**src/slcr_pkg.sv**
```systemverilog
// constants for the serializer link configuration register bank
package slcr_pkg;
  // ----------------------------------------------------------------
  // register offsets
  // ----------------------------------------------------------------
  localparam logic [7:0] ADDR_LINK_OUTPUT_CONFIG = 8'h05;
  localparam logic [7:0] ADDR_RESERVED_SIX = 8'h06;
  localparam logic [7:0] ADDR_RESERVED_SEVEN = 8'h07;
  localparam logic [7:0] ADDR_CABLE_FAULT_STATUS = 8'h08;
  localparam logic [7:0] ADDR_RESERVED_TWELVE = 8'h0C;
  // ----------------------------------------------------------------
  // field positions
  // ----------------------------------------------------------------
  localparam int BIT_ADDR_SKIP = 7;
  localparam int BIT_FILTER_OFF = 6;
  localparam int SWING_HI = 5;
  localparam int SWING_LO = 4;
  localparam int EMPH_HI = 3;
  localparam int EMPH_LO = 0;
  // ----------------------------------------------------------------
  // reset values and status pad
  // ----------------------------------------------------------------
  localparam logic RST_ADDR_SKIP = 1'h0;
  localparam logic RST_FILTER_OFF = 1'h1;
  localparam logic [1:0] RST_SWING = 2'h3;
  localparam logic [3:0] RST_EMPH = 4'h0;
  localparam logic [7:0] RST_RESERVED_SIX = 8'h40;
  localparam logic [7:0] RST_RESERVED_SEVEN = 8'h22;
  localparam logic [7:0] RST_RESERVED_TWELVE = 8'h70;
  localparam logic [1:0] WIRE_NORMAL = 2'h2;
  localparam logic [3:0] STATUS_PAD = 4'h0;
  // ----------------------------------------------------------------
  // swing codes, millivolts
  // ----------------------------------------------------------------
  localparam logic [1:0] SWING_200 = 2'h1;
  localparam logic [1:0] SWING_300 = 2'h2;
  localparam logic [1:0] SWING_400 = 2'h3;
  localparam logic [8:0] MV_200 = 9'h0C8;
  localparam logic [8:0] MV_300 = 9'h12C;
  localparam logic [8:0] MV_400 = 9'h190;
endpackage

```
**src/slcr_regs.sv**
```systemverilog
// serializer link configuration and cable fault status registers
`timescale 1ns/100ps
module slcr_regs (
  // clock and reset
  input wire logic core_clk,
  input wire logic sys_rst,
  // register port
  input wire logic [7:0] reg_addr,
  input wire logic [7:0] reg_wdata,
  input wire logic reg_wr,
  input wire logic reg_rd,
  output logic [7:0] reg_rdata,
  // cable fault monitor, asynchronous
  input wire logic [1:0] neg_wire_fault_in,
  input wire logic [1:0] pos_wire_fault_in,
  // configuration outputs
  output logic addr_byte_skip,
  output logic filter_loop_off,
  output logic [1:0] output_swing_level,
  output logic [8:0] swing_mv,
  output logic swing_code_bad,
  output logic [3:0] emphasis_setting
);
  // ----------------------------------------------------------------
  // configuration storage
  // ----------------------------------------------------------------
  logic skip_q, skip_d;
  logic floff_q, floff_d;
  logic [1:0] swing_q, swing_d;
  logic [3:0] emph_q, emph_d;
  logic [7:0] rsv6_q, rsv6_d;
  logic [7:0] rsv7_q, rsv7_d;
  logic [7:0] rsv12_q, rsv12_d;
  logic [8:0] mv_q, mv_d;
  logic bad_q, bad_d;

  function automatic logic [8:0] swing_to_mv(input logic [1:0] code);
    case (code)
      slcr_pkg::SWING_200: swing_to_mv = slcr_pkg::MV_200;
      slcr_pkg::SWING_300: swing_to_mv = slcr_pkg::MV_300;
      slcr_pkg::SWING_400: swing_to_mv = slcr_pkg::MV_400;
      default: swing_to_mv = 9'h000;
    endcase
  endfunction

  always_comb begin
    skip_d = skip_q;
    floff_d = floff_q;
    swing_d = swing_q;
    emph_d = emph_q;
    rsv6_d = rsv6_q;
    rsv7_d = rsv7_q;
    rsv12_d = rsv12_q;
    if (reg_wr) begin
      case (reg_addr)
        slcr_pkg::ADDR_LINK_OUTPUT_CONFIG: begin
          skip_d = reg_wdata[slcr_pkg::BIT_ADDR_SKIP];
          floff_d = reg_wdata[slcr_pkg::BIT_FILTER_OFF];
          swing_d = reg_wdata[slcr_pkg::SWING_HI:slcr_pkg::SWING_LO];
          emph_d = reg_wdata[slcr_pkg::EMPH_HI:slcr_pkg::EMPH_LO];
        end
        slcr_pkg::ADDR_RESERVED_SIX: rsv6_d = reg_wdata;
        slcr_pkg::ADDR_RESERVED_SEVEN: rsv7_d = reg_wdata;
        slcr_pkg::ADDR_RESERVED_TWELVE: rsv12_d = reg_wdata;
        default: ;
      endcase
    end
    mv_d = swing_to_mv(swing_d);
    bad_d = (mv_d == 9'h000);
  end

  always_ff @(posedge core_clk or posedge sys_rst) begin
    if (sys_rst) begin
      skip_q <= slcr_pkg::RST_ADDR_SKIP;
      floff_q <= slcr_pkg::RST_FILTER_OFF;
      swing_q <= slcr_pkg::RST_SWING;
      emph_q <= slcr_pkg::RST_EMPH;
      rsv6_q <= slcr_pkg::RST_RESERVED_SIX;
      rsv7_q <= slcr_pkg::RST_RESERVED_SEVEN;
      rsv12_q <= slcr_pkg::RST_RESERVED_TWELVE;
      mv_q <= slcr_pkg::MV_400;
      bad_q <= 1'b0;
    end else begin
      skip_q <= skip_d;
      floff_q <= floff_d;
      swing_q <= swing_d;
      emph_q <= emph_d;
      rsv6_q <= rsv6_d;
      rsv7_q <= rsv7_d;
      rsv12_q <= rsv12_d;
      mv_q <= mv_d;
      bad_q <= bad_d;
    end
  end

  assign addr_byte_skip = skip_q;
  assign filter_loop_off = floff_q;
  assign output_swing_level = swing_q;
  assign emphasis_setting = emph_q;
  assign swing_mv = mv_q;
  assign swing_code_bad = bad_q;

  // ----------------------------------------------------------------
  // fault input synchronisers
  // ----------------------------------------------------------------
  logic [3:0] flt_s1_q, flt_s2_q, flt_s1_d, flt_s2_d;
  logic [3:0] flt_s3_q, flt_s3_d, stat_q, stat_d;

  always_comb begin
    flt_s1_d = {neg_wire_fault_in, pos_wire_fault_in};
    flt_s2_d = flt_s1_q;
    flt_s3_d = flt_s2_q;
    // codes cross bit by bit; take a word only once seen twice alike
    stat_d = stat_q;
    if (flt_s2_q == flt_s3_q) begin
      stat_d = flt_s3_q;
    end
  end

  always_ff @(posedge core_clk or posedge sys_rst) begin
    if (sys_rst) begin
      flt_s1_q <= {slcr_pkg::WIRE_NORMAL, slcr_pkg::WIRE_NORMAL};
      flt_s2_q <= {slcr_pkg::WIRE_NORMAL, slcr_pkg::WIRE_NORMAL};
      flt_s3_q <= {slcr_pkg::WIRE_NORMAL, slcr_pkg::WIRE_NORMAL};
      stat_q <= {slcr_pkg::WIRE_NORMAL, slcr_pkg::WIRE_NORMAL};
    end else begin
      flt_s1_q <= flt_s1_d;
      flt_s2_q <= flt_s2_d;
      flt_s3_q <= flt_s3_d;
      stat_q <= stat_d;
    end
  end

  // ----------------------------------------------------------------
  // read path
  // ----------------------------------------------------------------
  logic [7:0] rdata_q, rdata_d;

  always_comb begin
    rdata_d = 8'h00;
    if (reg_rd) begin
      case (reg_addr)
        slcr_pkg::ADDR_LINK_OUTPUT_CONFIG:
          rdata_d = {skip_q, floff_q, swing_q, emph_q};
        slcr_pkg::ADDR_RESERVED_SIX: rdata_d = rsv6_q;
        slcr_pkg::ADDR_RESERVED_SEVEN: rdata_d = rsv7_q;
        slcr_pkg::ADDR_CABLE_FAULT_STATUS:
          rdata_d = {slcr_pkg::STATUS_PAD, stat_q};
        slcr_pkg::ADDR_RESERVED_TWELVE: rdata_d = rsv12_q;
        default: rdata_d = 8'h00;
      endcase
    end
  end

  always_ff @(posedge core_clk or posedge sys_rst) begin
    if (sys_rst) begin
      rdata_q <= 8'h00;
    end else begin
      rdata_q <= rdata_d;
    end
  end

  assign reg_rdata = rdata_q;
endmodule

```
**config.mk**
```make
export PLATFORM = sky130hd
export DESIGN_NAME = slcr_regs
export DESIGN_NICKNAME = d
export VERILOG_FILES = /design/src/slcr_pkg.sv /design/src/slcr_regs.sv
export SDC_FILE = /design/constraint.sdc
export NUM_CORES = 1
export LEC_CHECK = 0
export BUFFER_PORTS_ARGS = -buffer_cell sky130_fd_sc_hd__buf_2
export CAP_MARGIN = 10
export CORE_MARGIN = 1.5
export CORE_UTILIZATION = 30
export CTS_CLUSTER_SIZE = 20
export DETAILED_ROUTE_END_ITERATION = 6
export SLEW_MARGIN = 5
export SYNTH_ARGS = -nofsm -noshare
export SYNTH_HDL_FRONTEND = slang
export SYNTH_SLANG_ARGS = --single-unit
export TNS_END_PERCENT = 20
```
**constraint.sdc**
```tcl
create_clock -name core_clk -period 1.98 [get_ports core_clk]
set_input_delay 0 -clock core_clk [delete_from_list [all_inputs] [get_ports core_clk]]
set_output_delay 0 -clock core_clk [all_outputs]
set_load 0.01 [all_outputs]
```
# --- Yosys cells after proc, flatten, opt, wreduce, memory -nomap -nowiden ---
# Index checks and enable logic that the tools add are counted.
word_totals:
  in_bits: 24
  ramBits: 0
  elab_cells: 33
  memories: 0
  regBits: 66
  out_inout_bits: 26
  latch_bits: 0
  rom_bits: 0
op_classes:
  n_div: 0
  n_shift: 0
  add_sub_neg: 0
  n_eq_ne: 9
  multipliers: 0
  n_mux: 5
  magnitude_cmp: 0
  n_reduce_logical: 5
  n_bitwise: 0
op_table:
  columns: ["op", "count"]
  rows:
  - ["8-bit case mux with 5 select lines", 1]
  - ["9-bit case mux with 3 select lines", 1]
  - ["8-bit by 3-bit equality test with 1-bit output, second input constant", 3]
  - ["8-bit by 4-bit equality test with 1-bit output, second input constant", 2]
  - ["9-bit logical NOT", 1]
  - ["8-bit two-way mux", 1]
  - ["2-bit AND reduction", 4]
  - ["2-bit equality test, second input constant", 2]
  - ["4-bit equality test", 1]
  - ["2-bit two-way mux", 2]
  - ["2-bit by 1-bit equality test with 1-bit output, second input constant", 1]

# --- Logic depth before layout (Yosys ltp) ---
# Gate-level depths: netlist of the first run.
logic_depth:
  depth_word: 6
  mapped_depth: 8
  ltp_nobuf: 6

# --- Worst setup path after synthesis of the first run ---
# No wires, ideal clock.
synth_path:
  path_type: "reg-to-reg"
  start: "register flt_s3_q[1]"
  end: "register stat_q[0]"
  required_ns: 1.855
  slack_ns: 0.347
  synth_period_minus_slack_ns: 1.633
  setup_time_ns: 0.125
  path_buffers: 0
  path_stages_with_launch: 4
  arrival_ns: 1.509
  path_cell_list: "dfstp_2 xor2_1 nor4_1 mux2_2"
synth_via:
  elab_chain_cells: 1
synth_lines:
  columns: ["element", "line", "source"]
  rows:
  - ["start: declaration", "slcr_regs.sv:107", "logic [3:0] flt_s3_q, flt_s3_d, stat_q, stat_d;"]
  - ["start signal: assignment", "slcr_regs.sv:124", "flt_s3_q <= {slcr_pkg::WIRE_NORMAL, slcr_pkg::WIRE_NORMAL};"]
  - ["start signal: assignment", "slcr_regs.sv:129", "flt_s3_q <= flt_s3_d;"]
  - ["4-bit equality test", "slcr_regs.sv:115", "if (flt_s2_q == flt_s3_q) begin"]
  - ["end signal: assignment", "slcr_regs.sv:125", "stat_q <= {slcr_pkg::WIRE_NORMAL, slcr_pkg::WIRE_NORMAL};"]
  - ["end signal: assignment", "slcr_regs.sv:130", "stat_q <= stat_d;"]
  - ["end: declaration", "slcr_regs.sv:107", null]
# No other way between the ends.
# A chain may end at the register's enable or synchronous reset.

# --- Worst setup path after layout of the first run ---
layout_path:
  start: "input reg_addr[3]"
  end: "register mv_q[8] (netlist: swing_mv[8])"
layout_via:
  elab_chain_cells: 5
  word_cells_on_any_way: 7
  cone_classes: "4 x eq/ne; 3 x mux"
layout_lines:
  columns: ["element", "line", "source"]
  rows:
  - ["start: declaration", "slcr_regs.sv:8", "input wire logic [7:0] reg_addr,"]
  - ["8-bit by 3-bit equality test with 1-bit output (*)", "slcr_regs.sv:55", "case (reg_addr)"]
  - ["2-bit two-way mux (*)", "slcr_regs.sv:55", null]
  - ["2-bit two-way mux (*)", "slcr_regs.sv:54", "if (reg_wr) begin"]
  - ["net swing_d[1]", "slcr_regs.sv:29", "logic [1:0] swing_q, swing_d;"]
  - ["2-bit equality test or 2-bit by 1-bit equality test with 1-bit output (tied branches)", "slcr_regs.sv:38", "case (code)"]
  - ["9-bit case mux with 3 select lines (*)", "slcr_regs.sv:38", null]
  - ["net mv_d[8]", "slcr_regs.sv:34", "logic [8:0] mv_q, mv_d;"]
  - ["end signal: assignment", "slcr_regs.sv:81", "mv_q <= slcr_pkg::MV_400;"]
  - ["end signal: assignment", "slcr_regs.sv:91", "mv_q <= mv_d;"]
  - ["end: declaration", "slcr_regs.sv:34", null]
# The timed path passes the listed nets; every way through them passes the cells marked *.

==> impl_metrics.toml, run 1 <==
[placed_design]
place.gp.congestion = 0.742
port_buffers = 47
dp_slack_ns = 0.447
dp_hpwl_mm = 3.49

[timing]
min_period_ns = 1.68
finalSetupTns_ns = 0
tightest_slew_ns = 0.757
skew_ns = 0.00680
finalCritPeriodShare_pct = 84.7
hold_viol = 0
setup_viol = 0
relSlewSlack_pct = 49.6
rsz0062_at_grt = "false"
setup_slack_ns = 0.302
fmax_mhz = 596
maxSlewViolCount = 0

[clock_tree]
cts.path.max_buffers = 2
clk_pin_slew_ns = 0.07
cts_tree = "built"
clkSinkCount = 62
root_buffer = "clkbuf_8"
cts_resized = 0
cts_inserted_buffers = 9
post_cts.repair.setup_buffers = 0
cts_hold_buffers = 14
clock_latency_ns = 0.34
htree_levels = 3

[floorplan]
fp.coreArea_mm2 = 0.00826
die_x_um = 95.5
rows = 33
top_level_ports = 50
start_util_pct = 31.1
die_area_mm2 = 0.00912
die_h_um = 95.5

[routing]
vias = 1575
initialDrtViolationCount = 48
drc = 0
routed_wl_mm = 5.08
avgRoutedWirePerCell_um = 14.5
ant_nets = 0
firstDrtPassIters = 4
viasPerCell = 4.49

[grt]
grt_pass1_wl_mm = 8.18
grt_antenna_before_repair = 0
grt_start_max_net_pins = 63
grt_overflow_total = 0
track_usage_pct = 12.4
grt_pass1_vias = 1665

[yosys]
ys_top_cells_by_area = "dfrtp_1, dfstp_2, mux2_2, mux2i_1, a22oi_1"
syn_inst = 170
syn_area_per_cell_um2 = 15.1
synth_ff_type = "dfrtp_1"
synth_top_cell_area_share_pct = 41.9
synth.most_common_cell = "mux2_2"
ys_ff_latch = 62
ys_warn_count = 0
netlist_area_mm2 = 0.00257
async_flop_share_pct = 100
synth-edff-count = 0
yosys.area.top_type = "dfrtp_1"
synth.distinct_cells = 28
ys_seq_area_share_pct = 61.4
synth_commonest_cells = "mux2_2, dfrtp_1, dfstp_2"

[worst_setup_path]
cp_max_fo = 10
crit_required_ns = 2.26
startpoint_type = "input pin"
reg2reg_depth = 4
crit_type = "input pin to register"
cp-end-kind = "register"
cp_data_arrival_time_ns = 1.96

[power_and_ir_drop]
p_per_area_mw_per_mm2 = 854
total_power_w = 0.00281
cellLeakagePower_nw = 1.60
ir_drop_mv = 0.365

[finish]
area_growth_pct = 28.0
antennaDiodeCount = 0
fillers = 807
seq_area_mm2 = 0.00158
drive_gt1_share_pct = 56.9
nets = 269
multi_input_area_um2 = 933

[run]
max_cap_violations = 0

[worst_hold_path]
min_path_cells = 3
hold_class = "input pin to register"

[status]
outcome = "finished, final reports clean"
cell usage in the layout, fill, tap and decap left out:
cell type,instances
dfstp_2,19
nand3b_1,4
a22oi_1,7
and4b_1,1
a21oi_1,3
nor4_4,1
clkinvlp_4,3
nor4_1,1
nor2b_1,3
nand3_1,2
bufinv_16,1
buf_4,7
ha_1,4
nand3_2,1
dlygate4sd3_1,14
nand2_1,2
nor3b_2,1
clkbuf_8,11
inv_2,1
or4b_4,1
nand4_2,2
xor2_1,4
conb_1,2
a221oi_1,1
clkinv_2,1
mux2_2,44
inv_1,1
o22ai_1,4
a211oi_1,1
dfrtp_1,43
nor2_1,3
mux2i_1,6
buf_2,47
flip-flops by register name (all words and copies together) (netlist names):
name / cells
addr_byte_skip: 1
emphasis_setting: 4
filter_loop_off: 1
flt_s1_q: 4
flt_s2_q: 4
flt_s3_q: 4
output_swing_level: 1
reg_rdata: 8
rsv12_q: 8
rsv6_q: 8
rsv7_q: 8
stat_q: 4
swing_code_bad: 1
swing_mv: 6
worst max-delay path, cell delays in order:
cell	delay, ns
dlygate4sd3_1	0.53
buf_2	0.17
and4b_1	0.29
nand3b_1	0.23
mux2_2	0.38
ha_1	0.21
nor2_1	0.11
nor2_1	0.04
path summary, 6_finish.rpt:
path	from	to	slack [ns]
min in group asynchronous	sys_rst	flt_s1_q[2]$_DFF_PP0_	0.41
min	reg_rd	reg_rdata[6]$_DFF_PP0_	0.03
max reg2reg	flt_s3_q[1]$_DFF_PP1_	stat_q[0]$_DFFE_PP0N_	0.45
min reg2reg	flt_s1_q[0]$_DFF_PP0_	flt_s2_q[0]$_DFF_PP0_	0.35
max in group asynchronous	sys_rst	rsv7_q[2]$_DFFE_PP0P_	1.04
max	reg_addr[3]	swing_mv[8]$_DFF_PP1_	0.30
layout make-up:
type | instances | share of cell area, %
Multi-Input combinational cell | 98 | 28.4
Sequential cell | 62 | 48.0
Clock buffer | 11 | 4.61
Tap cell | 105 | 4.00
Inverter | 2 | 0.229
Timing Repair Buffer | 68 | 13.0
Clock inverter | 5 | 1.75
cell families after synthesis:
family                     Yosys count  share of synthesized area, %
DFF                                 62                          61.4
muxes                               50                          21.6
and+or+nand+nor                     22                          6.87
AOI/OAI and AO/OA                   16                          4.24
buffers and inverters               11                          2.39
adders and majority gates            4                          1.95
xor gates and xnor gates             4                          1.37
other                                1                         0.146
where the power goes:
part           internal [W]  leakage [nW]  total, W  switching [W]
sequential          0.00137         0.771   0.00142      0.0000449
combinational      0.000134         0.735  0.000253       0.000119
clock              0.000647        0.0976   0.00113       0.000488
total               0.00215          1.60   0.00281       0.000652
through the flow:
stage | hold slack [ns] | utilization, % | area (um2) | instances
after floorplan | 0.00448 | - | 2570 | 171
after global placement | 0.106 | 35.5 | 2940 | 321
after detailed placement | 0.110 | 35.5 | 2940 | 321
after CTS | 0.0314 | 39.8 | 3280 | 351
after global routing | 0.0474 | 39.8 | 3280 | 351
final | 0.0335 | 39.8 | 3280 | 351
layer usage:
layer | routed length [um] | share of wire [%] | track usage [%] | up-vias
li1 | - | - | - | 754
met1 | 2460 | 48 | 15.6 | 770
met2 | 2220 | 44 | 18.7 | 41
met3 | 284 | 5.6 | 4.07 | 10
met4 | 110 | 2.2 | 6.62 | 0
met5 | 0 | 0 | 0 | -
(Power assumes the default switching activity.)
==> inputs of run 2 (changes only) <==
--- a/config.mk
+++ b/config.mk
@@ -5,6 +5,7 @@
 export SDC_FILE = /design/constraint.sdc
 export NUM_CORES = 1
 export LEC_CHECK = 0
+export ABC_AREA = 1
 export BUFFER_PORTS_ARGS = -buffer_cell sky130_fd_sc_hd__buf_2
 export CAP_MARGIN = 10
 export CORE_MARGIN = 1.5
==> constraint.sdc (replaced) <==
create_clock -name core_clk -period 1.55 [get_ports core_clk]
set_input_delay 0 -clock core_clk [delete_from_list [all_inputs] [get_ports core_clk]]
set_output_delay 0 -clock core_clk [all_outputs]
set_load 0.01 [all_outputs]
==> run 2 against run 1 <==
Clock skew is 0.0044 ns higher. Core utilization down 1.2 points. Global-route usage is 0.12 points lower.
==> impl_metrics.toml, run 2 <==
[yosys]
yosys.area.top_type = "dfrtp_1"
synth_commonest_cells = "nand2_1, dfrtp_1, nand3_1"
ys_ff_latch = 62
synth.distinct_cells = 24
synth-xor-area-share_pct = 1.30
ys_warn_count = 0
synth-edff-count = 0
synthMuxAreaShare_pct = 0
synth_ff_type = "dfrtp_1"
async_flop_share_pct = 100
synth_fa_ha_area_share_pct = 1.85
synth_top_cell_area_share_pct = 39.8
synth.most_common_cell = "nand2_1"
netlist_area_mm2 = 0.00270
synth_top_family_by_area = "simple AND/OR/NAND/NOR gates"
syn_area_per_cell_um2 = 9.94
ys_seq_area_share_pct = 58.3
ys_top_cells_by_area = "dfrtp_1, dfstp_2, nand2_1, nand3_1, o21ai_1"
syn_inst = 272
yosys.area_share.simple_pct = 22.6
synth_compound_area_share_pct = 7.77

[routing]
viasPerCell = 4.40
initialDrtViolationCount = 97
avgRoutedWirePerCell_um = 12.3
routed_wl_mm = 5.54
firstDrtPassIters = 4
vias = 1982
ant_nets = 0
drc = 0

[floorplan]
die_h_um = 97.9
rows = 34
top_level_ports = 50
die_area_mm2 = 0.00959
die_x_um = 97.9
start_util_pct = 31.0
fp.coreArea_mm2 = 0.00872

[timing]
setup_viol = 0
fmax_mhz = 802
hold_viol = 0
rsz0062_at_grt = "false"
min_period_ns = 1.25
finalCritPeriodShare_pct = 80.5
finalSetupTns_ns = 0
maxSlewViolCount = 0
skew_ns = 0.0112
setup_slack_ns = 0.303

[worst_setup_path]
cp-end-kind = "register"
slowest_stage = "dfstp_2"
cp_max_fo = 3
crit_required_ns = 1.83
startpoint_type = "register"
crit_path_max_incr_delay_ns = 0.54
crit_type = "register to register"
cp_data_arrival_time_ns = 1.53
cp_cell_sequence = "inv_1, nand2_1, o21ai_1, inv_1, ha_1, nor2_1, nor2_1"

[power_and_ir_drop]
p_per_area_mw_per_mm2 = 1090
cellLeakagePower_nw = 1.67
ir_drop_mv = 0.374

[placed_design]
place_area_mm2 = 0.00302
place.gp.congestion = 0.766
dp_hpwl_mm = 3.87
port_buffers = 47
dp_slack_ns = 0.144

[clock_tree]
clk_pin_slew_ns = 0.07
root_buffer = "clkbuf_8"
cts_tree = "built"
post_cts.repair.setup_buffers = 0
clock_latency_ns = 0.34
clkSinkCount = 62
cts.path.max_buffers = 2
htree_levels = 3
cts_inserted_buffers = 9

[finish]
drive_gt1_share_pct = 29.2
nets = 365
antennaDiodeCount = 0
final_area_mm2 = 0.00336
utilization_pct = 38.6
area_growth_pct = 24.4
final_common_cell = "nand2_1"
final_cell_mix = "nand2_1, buf_2, dfrtp_1"

[worst_hold_path]
hold_class = "input pin to register"

[run]
max_cap_violations = 0

[grt]
grt_start_max_net_pins = 63
grt_pass1_wl_mm = 9.21
track_usage_pct = 12.2
grt_overflow_total = 0
grt_pass1_vias = 1886
grt_antenna_before_repair = 0

[status]
outcome = "finished, final reports clean"
-- run 2: cell count changes after synthesis, moves of 6 or more --
cell     change
a22oi_1      -7
inv_1       +23
mux2_2      -44
mux2i_1      -6
nand2_1     +52
nand3_1     +36
nor2_1      +16
o21a_1       +8
o21ai_0      +6
o21ai_1     +24
-- run 2: timing repair --
action / in CTS / in global routing
hold buffers: 13 / 0
hold endpoints to repair: 82 / 0
gates resized for setup: 0 / 0
endpoints found under the setup margin: 0 / 0
-- run 2: where the power goes --
part	internal [W]	switching (W)
combinational	0.000130	0.000172
clock	0.000902	0.000627
sequential	0.00176	0.0000603
-- run 2: final timing paths --
| kind | start | to | slack (ns) | depth (start not counted) |
|---|---|---|---|---|
| setup / recovery | swing_mv[7]$_DFF_PP1_ | swing_mv[8]$_DFF_PP1_ | 0.30 | 7 |
| hold / removal | reg_rd | reg_rdata[5]$_DFF_PP0_ | 0.02 | 3 |
| setup reg to reg | swing_mv[7]$_DFF_PP1_ | swing_mv[8]$_DFF_PP1_ | 0.30 | 7 |
| hold reg to reg | flt_s1_q[2]$_DFF_PP0_ | flt_s2_q[2]$_DFF_PP0_ | 0.35 | 0 |
| max in group asynchronous | sys_rst | filter_loop_off$_DFFE_PP1P_ | 0.97 | 4 |
| min in group asynchronous | sys_rst | flt_s2_q[2]$_DFF_PP0_ | 0.26 | 4 |
-- run 2: layout make-up --
type | count | area [um2]
repair buffers | 66 | 423
inverters | 27 | 101
fillers | 864 | 5360
clock inverters | 6 | 86.3
flip-flops and latches | 62 | 1580
clock buffers | 10 | 128
multi-input cells | 171 | 915
well taps | 108 | 135
-- run 2: metrics by stage --
stage	hold WS [ns]	total power, W	cells
2_1_floorplan	0.00448	0.00202	273
3_3_place_gp	0.0846	0.00213	421
3_5_place_dp	0.0962	0.00214	421
4_1_cts	0.0178	0.00371	450
5_1_grt	0.0594	0.00382	450
6_report	0.0227	0.00365	450
-- run 2: logic make-up (layout without fill, tap and decap cells) --
logic type | Yosys count | in the layout
adders and majority gates | 4 | 4
buffers and inverters | 40 | 109
and+or+nand+nor | 123 | 123
DFF | 62 | 62
xor gates and xnor gates | 4 | 4
other | 1 | 2
AOI/OAI and AO/OA | 38 | 38
-- run 2: critical path, delay by kind of cell (launching register included) --
family                     cells  cell delay [ns]
buffers and inverters          2             0.17
DFF                            1             0.54
AOI/OAI and AO/OA              1             0.11
adders and majority gates      1             0.18
and+or+nand+nor                3             0.18
-- run 2: layer usage --
layer / vias up / global-route usage (%) / routed length, um
li1: 999 / - / -
met1: 925 / 17.1 / 2630
met2: 47 / 17.1 / 2460
met3: 11 / 3.72 / 327
met4: 0 / 6.37 / 129
met5: - / 0 / 0
